File: config.mk
export PLATFORM = sky130hd
export DESIGN_NAME = dmasei_top
export DESIGN_NICKNAME = d
export VERILOG_FILES = /design/src/rtl/dmasei_pkg.sv /design/src/rtl/dmasei_req_sel.sv /design/src/rtl/dmasei_buf2.sv /design/src/rtl/dmasei_top.sv
export SDC_FILE = /design/constraint.sdc
export NUM_CORES = 1
export LEC_CHECK = 0
export ABC_CLOCK_PERIOD_IN_PS = 2300
export BUFFER_PORTS_ARGS = -buffer_cell sky130_fd_sc_hd__buf_4
export CORE_UTILIZATION = 35
export CTS_CLUSTER_DIAMETER = 80
export DETAILED_ROUTE_END_ITERATION = 16
export GPL_TIMING_DRIVEN = 0
export PLACE_DENSITY = 0.68
export SYNTH_ARGS = -nofsm -noshare
export SYNTH_HDL_FRONTEND = slang
export SYNTH_HIERARCHICAL = 1
export SYNTH_SLANG_ARGS = --single-unit
File: constraint.sdc
create_clock -name clock -period 2.3 [get_ports clock]
set_clock_uncertainty 0.15 [all_clocks]
set_input_delay 0.345 -clock clock [delete_from_list [all_inputs] [get_ports clock]]
set_output_delay 0.345 -clock clock [all_outputs]
set_load 0.005 [all_outputs]
File: src/rtl/dmasei_pkg.sv
// Package: constants and carrier types of the DMA status, error and request block
package dmasei_pkg;
    localparam int NUM_CHAN = 8;
    localparam int CHAN_W = 3;
    localparam int BITS_PER_CHAN = 4;
    localparam int STATUS_W = 32;
    // Register block placement on the system bus
    localparam logic [31:0] BASE_ADDR = 32'hA000_0000;
    localparam logic [31:0] BASE_MASK = 32'hFFFF_F000;
    localparam logic [11:0] OFS_IRQ_STATUS = 12'h000;
    localparam logic [11:0] OFS_IRQ_FLAG_CLEAR = 12'h004;
    localparam logic [31:0] RST_IRQ_STATUS = 32'h0000_0000;
    localparam logic [31:0] RST_IRQ_FLAG_CLEAR = 32'h0000_0000;
    // Field positions inside each channel's nibble
    localparam int FLD_ANY = 0;
    localparam int FLD_DONE = 1;
    localparam int FLD_HALF = 2;
    localparam int FLD_ERR = 3;
    // Bus encodings
    localparam logic [2:0] HSIZE_WORD = 3'h2;
    localparam logic [31:0] HRDATA_ZERO = 32'h0000_0000;
    // Reserved address window that faults a channel access
    localparam logic [31:0] RSV_LO = 32'h3000_0000;
    localparam logic [31:0] RSV_HI = 32'h3FFF_FFFF;

    typedef enum logic [1:0] {
        DMASEI_BUS_IDLE = 2'h0,
        DMASEI_BUS_ERR1 = 2'h1,
        DMASEI_BUS_ERR2 = 2'h3
    } dmasei_bus_t;

    // Channel access reported by the transfer engine
    typedef struct packed {
        logic valid;
        logic [CHAN_W-1:0] chan;
        logic [31:0] addr;
    } dmasei_acc_t;

    // Per-channel event pulses from the transfer engine
    typedef struct packed {
        logic [NUM_CHAN-1:0] done;
        logic [NUM_CHAN-1:0] half;
        logic [NUM_CHAN-1:0] err;
    } dmasei_evt_t;

    // Per-channel interrupt enables from the channel configuration
    typedef struct packed {
        logic [NUM_CHAN-1:0] done;
        logic [NUM_CHAN-1:0] half;
        logic [NUM_CHAN-1:0] err;
    } dmasei_ien_t;
endpackage : dmasei_pkg

File: src/rtl/dmasei_req_sel.sv
// Per-channel selection between peripheral request and converter request
`timescale 1ns/1ps
`default_nettype none
module dmasei_req_sel #(
    parameter int NCH = 8
) (
    // Clock and reset
    input wire logic clock,
    input wire logic rst_n,
    // Requests and selection
    input wire logic [NCH-1:0] periphReq,
    input wire logic adcReq,
    input wire logic [NCH-1:0] selAdc,
    input wire logic [NCH-1:0] chanEnable,
    // Selected requests
    output logic [NCH-1:0] chanReq
);
    typedef struct packed {
        logic [NCH-1:0] req;
    } dmasei_sel_state_t;

    dmasei_sel_state_t state;
    dmasei_sel_state_t next_state;

    always_comb begin
        next_state = state;
        for (int i = 0; i < NCH; i++) begin
            next_state.req[i] = chanEnable[i] & (selAdc[i] ? adcReq : periphReq[i]);
        end
    end

    always_ff @(posedge clock or negedge rst_n) begin
        if (!rst_n) begin
            state <= '0;
        end else begin
            state <= next_state;
        end
    end

    assign chanReq = state.req;

    property p_sel_route;
        @(posedge clock) disable iff (!rst_n)
        (chanEnable[0] && selAdc[0]) |=> (chanReq[0] == $past(adcReq));
    endproperty
    a_sel_route: assert property (p_sel_route) else $error("channel 0 did not follow converter request");
endmodule : dmasei_req_sel
`default_nettype wire

File: src/rtl/dmasei_buf2.sv
// Two-entry skid buffer with valid and ready on both sides
`timescale 1ns/1ps
`default_nettype none
module dmasei_buf2 #(
    parameter int WIDTH = 32
) (
    // Clock and reset
    input wire logic clock,
    input wire logic rst_n,
    // Filling side
    input wire logic inValid,
    input wire logic [WIDTH-1:0] inData,
    output logic inReady,
    // Draining side
    output logic outValid,
    output logic [WIDTH-1:0] outData,
    input wire logic outReady
);
    typedef struct packed {
        logic [WIDTH-1:0] head;
        logic headValid;
        logic [WIDTH-1:0] spare;
        logic spareValid;
        logic ready;
    } dmasei_buf_state_t;

    dmasei_buf_state_t state;
    dmasei_buf_state_t next_state;
    logic accept;
    logic pop;

    assign accept = inValid & state.ready;
    assign pop = state.headValid & outReady;

    // Ready is registered, so the spare slot catches the word taken while the drain stalls
    always_comb begin
        next_state = state;
        if (pop) begin
            if (state.spareValid) begin
                next_state.head = state.spare;
                next_state.spareValid = 1'b0;
            end else begin
                next_state.headValid = accept;
                next_state.head = inData;
            end
        end else if (accept) begin
            if (!state.headValid) begin
                next_state.head = inData;
                next_state.headValid = 1'b1;
            end else begin
                next_state.spare = inData;
                next_state.spareValid = 1'b1;
            end
        end
        next_state.ready = !next_state.spareValid;
    end

    always_ff @(posedge clock or negedge rst_n) begin
        if (!rst_n) begin
            state <= '0;
        end else begin
            state <= next_state;
        end
    end

    assign inReady = state.ready;
    assign outValid = state.headValid;
    assign outData = state.head;
endmodule : dmasei_buf2
`default_nettype wire

File: src/rtl/dmasei_top.sv
// DMA status, error, interrupt and request selection block with its bus registers
// Notes on behaviour
// - Access to reserved space flags error
// - Error clears the channel enable bit
// - Error sets flag; interrupt only if enabled
// - Half, done, error each separately enabled
// - Eight peripheral requests muxed with converter
// - Per-channel field selects request source
// - Registers decoded at base 0xA0000000
// - Status at 0x00, read-only, resets zero
// - Flag clear at 0x04, write-only, zero
// - Four status bits per channel
// - Any-event flag shows any channel event
// - Hardware sets; software writes one clears
// - Flags reset zero, set by event
// - Only word accesses; others bus fault
// - Same layout continues for higher channels
`timescale 1ns/1ps
`default_nettype none
module dmasei_top #(
    parameter int DATA_W = 32
) (
    // Clock and reset
    input wire logic clock,
    input wire logic rst_n,
    // System bus slave
    input wire logic hsel,
    input wire logic [31:0] haddr,
    input wire logic [1:0] htrans,
    input wire logic hwrite,
    input wire logic [2:0] hsize,
    input wire logic [31:0] hwdata,
    input wire logic hready,
    output logic [31:0] hrdata,
    output logic hreadyout,
    output logic hresp,
    // Transfer engine reports
    input wire dmasei_pkg::dmasei_acc_t acc,
    input wire dmasei_pkg::dmasei_evt_t evt,
    // Channel configuration
    input wire dmasei_pkg::dmasei_ien_t irqEn,
    input wire logic cfgEnableWrite,
    input wire logic [dmasei_pkg::NUM_CHAN-1:0] cfgEnable,
    input wire logic [dmasei_pkg::NUM_CHAN-1:0] reqSelAdc,
    output logic [dmasei_pkg::NUM_CHAN-1:0] chanEnable,
    // Requests
    input wire logic [dmasei_pkg::NUM_CHAN-1:0] periphReq,
    input wire logic adcReq,
    output logic [dmasei_pkg::NUM_CHAN-1:0] chanReq,
    // Data path
    input wire logic rdValid,
    input wire logic [DATA_W-1:0] rdData,
    output logic rdReady,
    output logic wrValid,
    output logic [DATA_W-1:0] wrData,
    input wire logic wrReady,
    // Interrupt
    output logic irq
);
    localparam int NCH = dmasei_pkg::NUM_CHAN;

    typedef struct packed {
        logic [dmasei_pkg::STATUS_W-1:0] flags;
        logic [NCH-1:0] enable;
        logic irq;
        logic [31:0] rdata;
        logic readyOut;
        logic resp;
        dmasei_pkg::dmasei_bus_t bst;
        logic wrPend;
    } dmasei_state_t;

    dmasei_state_t state;
    dmasei_state_t next_state;

    logic [NCH-1:0] errHit;
    logic [NCH-1:0] evAny;
    logic [dmasei_pkg::STATUS_W-1:0] setMask;
    logic [dmasei_pkg::STATUS_W-1:0] clrMask;
    logic [NCH-1:0] anyFlags;
    logic [NCH-1:0] doneFlags;
    logic [NCH-1:0] halfFlags;
    logic [NCH-1:0] errFlags;
    logic addrPhase;
    logic sizeOk;
    logic [11:0] ofs;

    function automatic logic is_reserved(input logic [31:0] a);
        is_reserved = (a >= dmasei_pkg::RSV_LO) && (a <= dmasei_pkg::RSV_HI);
    endfunction : is_reserved

    function automatic int fld_pos(input int ch, input int fld);
        fld_pos = ch * dmasei_pkg::BITS_PER_CHAN + fld;
    endfunction : fld_pos

    assign addrPhase = hsel && hready && htrans[1]
        && ((haddr & dmasei_pkg::BASE_MASK) == dmasei_pkg::BASE_ADDR);
    assign sizeOk = (hsize == dmasei_pkg::HSIZE_WORD);
    assign ofs = haddr[11:0];

    assign clrMask = state.wrPend ? hwdata : dmasei_pkg::RST_IRQ_FLAG_CLEAR;

    genvar g;
    generate
        for (g = 0; g < NCH; g++) begin : g_chan
            assign errHit[g] = evt.err[g]
                || (acc.valid && (int'(acc.chan) == g) && is_reserved(acc.addr));
            assign evAny[g] = errHit[g] | evt.half[g] | evt.done[g];
            assign setMask[fld_pos(g, dmasei_pkg::FLD_ANY)] = evAny[g];
            assign setMask[fld_pos(g, dmasei_pkg::FLD_DONE)] = evt.done[g];
            assign setMask[fld_pos(g, dmasei_pkg::FLD_HALF)] = evt.half[g];
            assign setMask[fld_pos(g, dmasei_pkg::FLD_ERR)] = errHit[g];
            assign anyFlags[g] = state.flags[fld_pos(g, dmasei_pkg::FLD_ANY)];
            assign doneFlags[g] = state.flags[fld_pos(g, dmasei_pkg::FLD_DONE)];
            assign halfFlags[g] = state.flags[fld_pos(g, dmasei_pkg::FLD_HALF)];
            assign errFlags[g] = state.flags[fld_pos(g, dmasei_pkg::FLD_ERR)];
        end
    endgenerate

    always_comb begin
        next_state = state;
        next_state.flags = (state.flags & ~clrMask) | setMask;
        if (cfgEnableWrite) begin
            next_state.enable = cfgEnable;
        end
        next_state.enable = next_state.enable & ~errHit;
        next_state.irq = 1'b0;
        for (int i = 0; i < NCH; i++) begin
            if ((next_state.flags[fld_pos(i, dmasei_pkg::FLD_DONE)] && irqEn.done[i])
                || (next_state.flags[fld_pos(i, dmasei_pkg::FLD_HALF)] && irqEn.half[i])
                || (next_state.flags[fld_pos(i, dmasei_pkg::FLD_ERR)] && irqEn.err[i])) begin
                next_state.irq = 1'b1;
            end
        end
        next_state.wrPend = 1'b0;
        next_state.rdata = dmasei_pkg::HRDATA_ZERO;
        case (state.bst)
            dmasei_pkg::DMASEI_BUS_ERR1: begin
                next_state.bst = dmasei_pkg::DMASEI_BUS_ERR2;
                next_state.readyOut = 1'b1;
                next_state.resp = 1'b1;
            end
            dmasei_pkg::DMASEI_BUS_ERR2: begin
                next_state.bst = dmasei_pkg::DMASEI_BUS_IDLE;
                next_state.readyOut = 1'b1;
                next_state.resp = 1'b0;
            end
            default: begin
                next_state.bst = dmasei_pkg::DMASEI_BUS_IDLE;
                next_state.readyOut = 1'b1;
                next_state.resp = 1'b0;
                if (addrPhase && !sizeOk) begin
                    next_state.bst = dmasei_pkg::DMASEI_BUS_ERR1;
                    next_state.readyOut = 1'b0;
                    next_state.resp = 1'b1;
                end else if (addrPhase && hwrite) begin
                    next_state.wrPend = (ofs == dmasei_pkg::OFS_IRQ_FLAG_CLEAR);
                end else if (addrPhase && (ofs == dmasei_pkg::OFS_IRQ_STATUS)) begin
                    next_state.rdata = state.flags;
                end
            end
        endcase
    end

    always_ff @(posedge clock or negedge rst_n) begin
        if (!rst_n) begin
            state <= '{flags: dmasei_pkg::RST_IRQ_STATUS, enable: '0, irq: 1'b0, rdata: dmasei_pkg::HRDATA_ZERO,
                       readyOut: 1'b1, resp: 1'b0, bst: dmasei_pkg::DMASEI_BUS_IDLE, wrPend: 1'b0};
        end else begin
            state <= next_state;
        end
    end

    assign hrdata = state.rdata;
    assign hreadyout = state.readyOut;
    assign hresp = state.resp;
    assign irq = state.irq;
    assign chanEnable = state.enable;

    dmasei_req_sel #(.NCH(NCH)) u_req_sel (
        .clock(clock),
        .rst_n(rst_n),
        .periphReq(periphReq),
        .adcReq(adcReq),
        .selAdc(reqSelAdc),
        .chanEnable(state.enable),
        .chanReq(chanReq)
    );

    // Absorbs one word of receiver stall without dropping the read
    dmasei_buf2 #(.WIDTH(DATA_W)) u_buf (
        .clock(clock),
        .rst_n(rst_n),
        .inValid(rdValid),
        .inData(rdData),
        .inReady(rdReady),
        .outValid(wrValid),
        .outData(wrData),
        .outReady(wrReady)
    );

    property p_rsv_error;
        @(posedge clock) disable iff (!rst_n)
        (acc.valid && is_reserved(acc.addr)) |=> errFlags[$past(acc.chan)];
    endproperty
    a_rsv_error: assert property (p_rsv_error) else $error("reserved access did not flag error");

    property p_err_disable;
        @(posedge clock) disable iff (!rst_n)
        (|errHit) |=> ((chanEnable & $past(errHit)) == '0);
    endproperty
    a_err_disable: assert property (p_err_disable) else $error("faulty channel still enabled");

    property p_err_flag;
        @(posedge clock) disable iff (!rst_n)
        (|errHit) |=> ((errFlags & $past(errHit)) == $past(errHit));
    endproperty
    a_err_flag: assert property (p_err_flag) else $error("error flag not set");

    property p_any_flag;
        @(posedge clock) disable iff (!rst_n)
        (|evAny) |=> ((anyFlags & $past(evAny)) == $past(evAny));
    endproperty
    a_any_flag: assert property (p_any_flag) else $error("any-event flag not set");

    property p_clear;
        @(posedge clock) disable iff (!rst_n)
        (state.wrPend && (setMask == '0)) |=> ((state.flags & $past(hwdata)) == '0);
    endproperty
    a_clear: assert property (p_clear) else $error("flag survived a clear");

    property p_keep;
        @(posedge clock) disable iff (!rst_n)
        (setMask == '0) |=> ((state.flags & ~$past(clrMask)) == ($past(state.flags) & ~$past(clrMask)));
    endproperty
    a_keep: assert property (p_keep) else $error("flag changed without a clear");

    property p_irq;
        @(posedge clock) disable iff (!rst_n)
        ##1 (irq == |((doneFlags & $past(irqEn.done)) | (halfFlags & $past(irqEn.half))
            | (errFlags & $past(irqEn.err))));
    endproperty
    a_irq: assert property (p_irq) else $error("interrupt disagrees with enabled flags");

    property p_size_fault;
        @(posedge clock) disable iff (!rst_n)
        (addrPhase && !sizeOk && (state.bst == dmasei_pkg::DMASEI_BUS_IDLE))
            |=> (!hreadyout && hresp) ##1 (hreadyout && hresp) ##1 !hresp;
    endproperty
    a_size_fault: assert property (p_size_fault) else $error("narrow access not faulted");

    property p_read_status;
        @(posedge clock) disable iff (!rst_n)
        (addrPhase && sizeOk && !hwrite && (ofs == dmasei_pkg::OFS_IRQ_STATUS)
            && (state.bst == dmasei_pkg::DMASEI_BUS_IDLE)) |=> (hrdata == $past(state.flags));
    endproperty
    a_read_status: assert property (p_read_status) else $error("status read returned wrong value");

    property p_half_flag;
        @(posedge clock) disable iff (!rst_n)
        (|evt.half) |=> ((halfFlags & $past(evt.half)) == $past(evt.half));
    endproperty
    a_half_flag: assert property (p_half_flag) else $error("half transfer flag not set");

    property p_done_flag;
        @(posedge clock) disable iff (!rst_n)
        (|evt.done) |=> ((doneFlags & $past(evt.done)) == $past(evt.done));
    endproperty
    a_done_flag: assert property (p_done_flag) else $error("completion flag not set");

    property p_clear_reads_zero;
        @(posedge clock) disable iff (!rst_n)
        (addrPhase && sizeOk && !hwrite && (ofs == dmasei_pkg::OFS_IRQ_FLAG_CLEAR)
            && (state.bst == dmasei_pkg::DMASEI_BUS_IDLE)) |=> (hrdata == dmasei_pkg::HRDATA_ZERO);
    endproperty
    a_clear_reads_zero: assert property (p_clear_reads_zero) else $error("clear register read not zero");

    property p_word_okay;
        @(posedge clock) disable iff (!rst_n)
        (addrPhase && sizeOk && (state.bst == dmasei_pkg::DMASEI_BUS_IDLE)) |=> (hreadyout && !hresp);
    endproperty
    a_word_okay: assert property (p_word_okay) else $error("word access not answered okay");

    property p_irq_needs_enable;
        @(posedge clock) disable iff (!rst_n)
        (irqEn == '0) |=> !irq;
    endproperty
    a_irq_needs_enable: assert property (p_irq_needs_enable) else $error("interrupt raised with no enable");
endmodule : dmasei_top
`default_nettype wire

==> metrics.yaml, run 1 <==
outcome:
  outcome: "complete, no violations"
layout:
  fin_nets: 1082
  drive_above_1_share: 0.570
  area_delta_synth_final_pct: 46.1
  antennaDiodeCount: 0
  n_fill_cell: 1768
  final_area_sq_mm: 0.0102
placement:
  gp_congestion: 0.816
  place_hpwl_mm: 14.8
  portBuffers: 271
  placed_area_sq_mm: 0.00937
floorplanning:
  die_x_um: 143
  rows: 51
  dieArea_sq_mm: 0.0205
  design.core.area_sq_mm: 0.0195
  io-pin-count: 303
  die_y_um: 143
  initial_core_util: 0.357
sta:
  drv_slew: 0
  rsz0062_at_grt: "no"
  hold_violations: 0
  relSlewSlack: 0.531
  period_minus_slack_ns: 2.18
  worst_slew_pin_slew_ns: 0.704
  holdWs_ns: 0.0241
  fmax_mhz: 460
  setup_viol: 0
  period_share: 0.946
logic_synthesis:
  synth_adder_area_share: 0
  synth_top_cell_area_share: 0.542
  yosys_warnings: 6
  synth-simple-area-share: 0.136
  async_reset_ff_frac: 1.00
  ys_ff_latch: 152
  ys_seq_area_frac: 0.545
  synth-xor-area-share: 0
  yosysUniqueCellTypes: 49
  syn_area_sq_mm: 0.00698
  synth.avg_cell_area_sq_um: 12.7
  synth_top_family_by_area: "simple AND/OR/NAND/NOR gates"
  synth_common_cells: "dfrtp_1, buf_4, nand2_1, and2_1, or2_2"
  synth.area.mux_share: 0.0907
  yosysMostFrequentCell: "dfrtp_1"
  synth_area_leaders: "dfrtp_1, buf_4, mux2_4"
  synth_edf_count: 0
  synth_ff_type: "dfrtp_1"
  synth_compound_area_frac: 0.122
  postSynthCellCount: 551
  syn_nets: 769
  yosys.area.top_type: "dfrtp_1"
pwr:
  leakage_nw: 4.91
  vdd.ir_drop.worst_v: 0.000495
  p_per_area_mw_per_mm2: 900
grt:
  grt_pass1_wl_mm: 29.1
  antenna_found_initial: 0
  use_met1: 0.207
  track_usage: 0.192
  grt_max_degree: 80
  gr-max-usage-layer: "met2"
  gr-total-overflow: 0
  use_met2: 0.360
  grt_pass1_vias: 5462
  use_met3: 0.0577
critical_path:
  critPathArrivalTime_ns: 2.33
  crit_type: "register to register"
  crit_fanout: 10
  startpoint_type: "register"
  cp-end-kind: "register"
  worstPathRequired_ns: 2.45
drt:
  dr.pass1.iters: 4
  drc: 0
  routedWlPerCell_um: 16.7
  via_per_inst: 4.62
  via_count: 5281
  drt_iter0_drc: 165
  ant_nets: 0
  routed_wl_mm: 19.1
clock_network:
  worstSkewPairLatency_ns: 0.41
  clock-sinks: 152
  root_buffer: "clkbuf_16"
  cts_tree: "built"
  htree_levels: 4
  numCtsBuffers: 17
  clk_path_buf_depth: 2
  path_clk_slew_ns: 0.06
min_path:
  hp-class: "primary input to register"
flow_run:
  maxCapViolations: 0
report_power, final:
part           internal [mW]  switching, mW
clock network           1.64           1.14
registers               3.29          0.325
logic                   1.89          0.893
total                   6.82           2.36
metrics by stage:
step	cells	total power [mW]	utilization	TNS [ns]	setup slack [ns]
final	1142	9.18	0.522	0	0.124
after global routing	1142	9.67	0.522	0	0.0427
after CTS	1140	9.27	0.521	0	0.0426
after detailed placement	1088	6.43	0.480	-0.00868	-0.00868
after global placement	1087	6.35	0.478	-5.77	-0.0532
after floorplan	551	5.31	-	0	0.555
state kept, by name, summed over array words and instances (netlist names):
signal / cells
anyFlags: 8
chanEnable: 8
doneFlags: 8
errFlags: 8
halfFlags: 8
hrdata: 32
hreadyout: 1
irq: 1
state: 3
u_buf/inReady: 1
u_buf/outData: 32
u_buf/outValid: 1
u_buf/state: 33
u_req_sel/chanReq: 8
cells in the final DEF (no fill, tap or decap), drive strengths merged, types with 3 or more instances in the layout:
| master | n |
|---|---|
| buf | 361 |
| dfrtp | 151 |
| nand2 | 37 |
| and2 | 33 |
| or2 | 33 |
| o221a | 32 |
| mux2 | 32 |
| clkbuf | 25 |
| dlygate4sd3 | 22 |
| a21o | 20 |
| mux2i | 16 |
| nor2b | 11 |
| o21ai | 10 |
| nor2 | 8 |
| and3b | 8 |
| clkinv | 7 |
| a2111o | 6 |
| nor4 | 6 |
| o22ai | 4 |
| a221o | 4 |
| a31o | 4 |
| inv | 4 |
| nand4 | 3 |
| nand2b | 3 |
| and3 | 3 |
| a21boi | 3 |
| nor3b | 3 |
| nor3 | 3 |
path summary, 6_finish.rpt:
| path | from | to | slack (ns) | depth (start not counted) |
|---|---|---|---|---|
| max | state[0]$_DFF_PN0_ | anyFlags[5]$_DFF_PN0_ | 0.12 | 5 |
| min | rdData[13] | u_buf/state[15]$_DFFE_PN0P_ | 0.02 | 2 |
| max reg2reg | state[0]$_DFF_PN0_ | anyFlags[5]$_DFF_PN0_ | 0.12 | 5 |
| min reg2reg | state[2]$_DFF_PN0_ | state[2]$_DFF_PN0_ | 0.27 | 1 |
| max in group asynchronous | rst_n | hrdata[11]$_DFF_PN0_ | 0.78 | 3 |
| min in group asynchronous | rst_n | u_buf/outData[25]$_DFFE_PN0P_ | 0.38 | 2 |
cell families after synthesis:
group / Yosys count
AND/OR/NAND/NOR: 159
flip-flops: 152
buffers and inverters: 97
multiplexers: 48
AO/OA/AOI/OAI: 95
per-layer routing:
metal | wire, um | part of all wire
met5 | 0 | 0
met2 | 10300 | 0.54
met1 | 7380 | 0.39
met3 | 1260 | 0.066
met4 | 205 | 0.011
worst max-delay path, cell delays in order, from the launching register on:
cell	delay [ns]
dfrtp_1	0.39
clkbuf_4	0.23
clkbuf_4	0.25
nand2_1	0.08
a2111o_1	0.40
dlygate4sd3_1	0.55
what timing repair did:
item	CTS	global route
hold buffers	20	2
gates resized for setup	1	2
setup buffers	0	0
setup endpoints to repair	1	3
endpoints found under the hold margin	92	2
layout make-up:
cell class                 instances  area [sq um]  area share
sequential                       152          3800       0.373
multi-input combinational        302          2440       0.239
timing repair buffer             294          2290       0.224
buffer                            95           734      0.0720
clock buffer                      19           443      0.0434
tap                              265           332      0.0325
clock inverter                    13           146      0.0144
inverter                           2          7.51    0.000736
(Power assumes the default switching activity.)
==> inputs of run 2 (changes only) <==
CORE_ASPECT_RATIO = 0.8   (was not set)
CORE_UTILIZATION = 40   (was 35)
CTS_CLUSTER_SIZE = 10   (was not set)
PLACE_DENSITY = 0.75   (was 0.68)
==> metrics.yaml, run 2 (synthesis results as in run 1) <==
layout:
  regMostFlops: "u_buf/state"
  final_core_util: 0.603
  n_fill_cell: 1424
  final_cell_count_no_fill: 1102
  drive_above_1_share: 0.566
  fin_nets: 1087
  seqCellArea_sq_mm: 0.00380
  layout_commonest_cell: "buf_4"
  largest_register_ffs: 33
  final_cell_mix: "buf_4, dfrtp_1, nand2_1, and2_1, or2_2"
  multi_input_area_sq_mm: 0.00243
  antennaDiodeCount: 0
  area_delta_synth_final_pct: 45.4
critical_path:
  critPathArrivalTime_ns: 2.25
  cp-end-kind: "register"
  rrSetupSlack_ns: 0.25
  r2r-start: "state[1]$_DFF_PN0_"
  crit_fanout: 10
  worstPathRequired_ns: 2.50
  rr_worst_depth: 6
  r2r-end: "hrdata[20]$_DFF_PN0_"
  startpoint_type: "register"
  crit_type: "register to register"
grt:
  antenna_found_initial: 0
  track_usage: 0.212
  grt_pass1_wl_mm: 28.0
  gr-total-overflow: 0
  grt_max_degree: 91
  grt_pass1_vias: 5314
floorplanning:
  dieArea_sq_mm: 0.0180
  die_x_um: 150
  rows: 42
  initial_core_util: 0.415
  design.core.area_sq_mm: 0.0168
  die_y_um: 120
  io-pin-count: 303
drt:
  via_count: 5257
  drt_iter0_drc: 261
  dr.pass1.iters: 5
  met1_length_mm: 7.64
  ant_nets: 0
  drc: 0
  routed_wl_mm: 18.7
  wl_met2_mm: 9.40
  top_layer_used: "met4"
  wl_met3_mm: 1.23
  via_per_inst: 4.77
  routedWlPerCell_um: 16.9
clock_network:
  clk_path_buf_depth: 2
  clock-sinks: 152
  cts_tree: "built"
  root_buffer: "clkbuf_16"
  path_clk_slew_ns: 0.06
  htree_levels: 4
  worstSkewPairLatency_ns: 0.42
  numCtsBuffers: 17
sta:
  setup_viol: 0
  holdWs_ns: 0.0191
  drv_slew: 0
  rsz0062_at_grt: "no"
  period_share: 0.893
  hold_violations: 0
  relSlewSlack: 0.448
  fmax_mhz: 487
  layout_setup_ws_ns: 0.245
  period_minus_slack_ns: 2.05
  worst_slew_pin_slew_ns: 0.828
placement:
  gp_congestion: 0.848
  place_hpwl_mm: 14.1
  dp_cells: 1043
  post-place-ws_ns: 0.156
  portBuffers: 271
min_path:
  hp-class: "primary input to register"
  min_path_cells: 3
  whs_endpoint: "chanEnable[3]$_DFF_PN0_"
  hp-start: "cfgEnable[3]"
pwr:
  p_per_area_mw_per_mm2: 889
  vdd.ir_drop.worst_v: 0.000480
  p_total_mw: 9.02
  leakage_nw: 4.94
flow_run:
  maxCapViolations: 0
outcome:
  outcome: "complete, no violations"
==> run 2: cell count changes in the layout (fill, tap and decap cells not counted), sizes merged <==
cell / delta
dlygate4sd3: +5
buf: +2
bufinv: -1
clkbuf: -1
clkinv: +1
inv: -1
==> run 2: metrics by stage <==
stage	cell area, sq um	TNS [ns]
final	10100	0
after global routing	10100	0
after CTS	10100	0
after detailed placement	9320	0
after global placement	9290	-0.0134
after floorplan	6980	0
==> run 2: what timing repair did <==
action,4_1_cts,5_1_grt
endpoints found under the hold margin,120,1
buffers inserted,0,0
hold buffers,26,1
gates resized for setup,0,0
==> run 2: worst max path at each step <==
stage,start,end,slack [ns],cells past startpoint
after global routing,state[0]$_DFF_PN0_,anyFlags[0]$_DFF_PN0_,0.15,6
after CTS,state[1]$_DFF_PN0_,hrdata[20]$_DFF_PN0_,0.21,6
after detailed placement,haddr[26],hrdata[20]$_DFF_PN0_,0.16,7
after floorplan,state[1]$_DFF_PN0_,hrdata[10]$_DFF_PN0_,0.56,6
final,state[1]$_DFF_PN0_,hrdata[20]$_DFF_PN0_,0.25,6
after global placement,rst_n,doneFlags[0]$_DFF_PN0_,-0.001,1
==> run 2: report_power, final <==
part / switching [mW] / internal [mW] / leakage [nW]
logic: 0.867 / 1.90 / 2.89
registers: 0.328 / 3.29 / 1.77
clock network: 1.10 / 1.54 / 0.276
total: 2.29 / 6.73 / 4.94
==> run 2: final cells by class <==
| cell class | instances | share of cell area |
|---|---|---|
| Multi-Input combinational cell | 302 | 0.240 |
| Sequential cell | 152 | 0.375 |
| Timing Repair Buffer | 299 | 0.230 |
| Clock buffer | 20 | 0.0450 |
| Buffer | 95 | 0.0719 |
| Tap cell | 220 | 0.0271 |
| Clock inverter | 12 | 0.00999 |
| Inverter | 2 | 0.000740 |
==> run 2: worst max-delay path: stages (launching register included) <==
cell     delay (ns)
dfrtp_1        0.40
nor4b_2        0.29
nand4_1        0.16
nor3_2         0.27
nor3b_4        0.37
buf_6          0.20
and2_1         0.14
==> run 2: metal layers <==
layer / track usage / up-vias
li1: - / 2542
met1: 0.254 / 2516
met2: 0.351 / 181
met3: 0.0745 / 18
met4: 0.0777 / 0
met5: 0 / -
==> inputs of run 3 (changes only) <==
ABC_CLOCK_PERIOD_IN_PS = 2500   (was 2300)
CELL_PAD_IN_SITES_DETAIL_PLACEMENT = 0   (was not set)
CELL_PAD_IN_SITES_GLOBAL_PLACEMENT = 1   (was not set)
CORE_UTILIZATION = 39   (was 40)
PLACE_DENSITY = 0.91   (was 0.75)
clock period = 2.5 ns   (was 2.3 ns; I/O delays follow)
==> metrics.yaml, run 3 (synthesis results as in run 1) <==
clock_network:
  htree_levels: 4
  ctsResizeCount: 0
  clock-sinks: 152
  path_clk_slew_ns: 0.07
  numCtsBuffers: 17
  post_cts_buffers: 0
  root_buffer: "clkbuf_16"
  worstSkewPairLatency_ns: 0.41
  cts_tree: "built"
  clk_path_buf_depth: 2
sta:
  period_share: 0.821
  rsz0062_at_grt: "no"
  worst_slew_pin_slew_ns: 0.638
  period_minus_slack_ns: 2.05
  tns_ns: 0
  setup_viol: 0
  fmax_mhz: 487
  relSlewSlack: 0.575
  layout_setup_ws_ns: 0.446
  holdWs_ns: 0.0220
  drv_slew: 0
  hold_violations: 0
drt:
  drt_iter0_drc: 215
  ant_nets: 0
  routed_wl_mm: 18.8
  drc: 0
  routedWlPerCell_um: 17.3
  via_per_inst: 4.85
  dr.pass1.iters: 5
  via_count: 5279
pwr:
  seq_power_share: 0.392
  vdd.ir_drop.worst_v: 0.000423
  p_sw_mw: 2.26
  p_int_mw: 6.27
  clockPowerShare: 0.308
  p_per_area_mw_per_mm2: 851
  p_comb_frac: 0.300
  p_total_mw: 8.53
  leakage_nw: 4.87
  p_sw_frac: 0.265
critical_path:
  worstPathRequired_ns: 2.62
  critPathLaunch: "state[0]$_DFF_PN0_"
  crit_type: "register to register"
  cp-end-kind: "register"
  r2r-start: "state[0]$_DFF_PN0_"
  startpoint_type: "register"
  crit_fanout: 10
  critPathArrivalTime_ns: 2.17
layout:
  antennaDiodeCount: 0
  drive_above_1_share: 0.579
  largest_register_ffs: 33
  layout_commonest_cell: "buf_4"
  final_cell_mix: "buf_4, dfrtp_1, nand2_1, and2_1, or2_2"
  final_cell_count_no_fill: 1088
  fin_nets: 1068
  regMostFlops: "u_buf/state"
  area_delta_synth_final_pct: 43.5
  final_area_sq_mm: 0.0100
  final_core_util: 0.574
grt:
  track_usage: 0.209
  grt_pass1_wl_mm: 28.5
  grt_max_degree: 89
  grt_pass1_vias: 5414
  gr-total-overflow: 0
  antenna_found_initial: 0
outcome:
  outcome: "complete, no violations"
placement:
  gp_congestion: 0.801
  placed_area_sq_mm: 0.00932
  dp_cells: 1048
  portBuffers: 271
  place_hpwl_mm: 14.3
  post-place-ws_ns: 0.371
min_path:
  hp-start: "evt[9]"
  hp-class: "primary input to register"
floorplanning:
  rows: 43
  die_x_um: 152
  initial_core_util: 0.400
  design.core.area_sq_mm: 0.0174
  dieArea_sq_mm: 0.0184
  io-pin-count: 303
  die_y_um: 122
flow_run:
  maxCapViolations: 0
[run 3: cell types whose count changed in the layout (fill, tap and decap cells not counted), sizes merged]
cell | before | now
clkinv | 8 | 3
inv | 3 | 10
dlygate4sd3 | 27 | 8
bufinv | 1 | 2
clkbuf | 24 | 21
[run 3: final timing paths]
check	endpoint	slack (ns)	cells after the start
setup / recovery	irq$_DFF_PN0_	0.45	6
hold / removal	anyFlags[1]$_DFF_PN0_	0.02	2
setup reg to reg	irq$_DFF_PN0_	0.45	6
hold reg to reg	state[2]$_DFF_PN0_	0.27	1
max in group asynchronous	hreadyout$_DFF_PN1_	0.97	3
min in group asynchronous	u_buf/state[8]$_DFFE_PN0P_	0.37	2
[run 3: power groups by stage]
stage          clock, mW  sequential [mW]  combinational (mW)
3_5_place_dp           0             3.38                2.55
3_3_place_gp           0             3.34                2.49
6_report            2.63             3.34                2.56
2_1_floorplan          0             3.28                1.61
5_1_grt             2.80             3.40                2.78
4_1_cts             2.70             3.34                2.58
[run 3: area by class of cell]
class                   instances  area, sq um
plain buffers                  95          729
clock buffers                  17          425
clock inverters                15          184
fillers                      1514         7420
inverters                       2         7.51
multi-input cells             302         2430
flip-flops and latches        152         3800
well taps                     225          282
repair buffers                280         2150
[run 3: per-layer routing]
metal,vias to the layer above,track usage,routed length (um)
li1,2494,-,-
met1,2556,0.255,7580
met2,204,0.353,9500
met3,25,0.0596,1390
met4,0,0.0718,318
met5,-,0,0
[run 3: what timing repair did]
action                     in CTS  in global routing
hold buffers                    8                  0
setup endpoints to repair       0                  0
hold endpoints to repair       71                  0
[run 3: worst max-delay path, stage by stage, from the launching register on]
cell and delay (ns):
dfrtp_1 0.40, buf_4 0.22, a21boi_0 0.10, a211o_1 0.32, a22o_1 0.25, a221oi_1 0.33, nand4_1 0.14
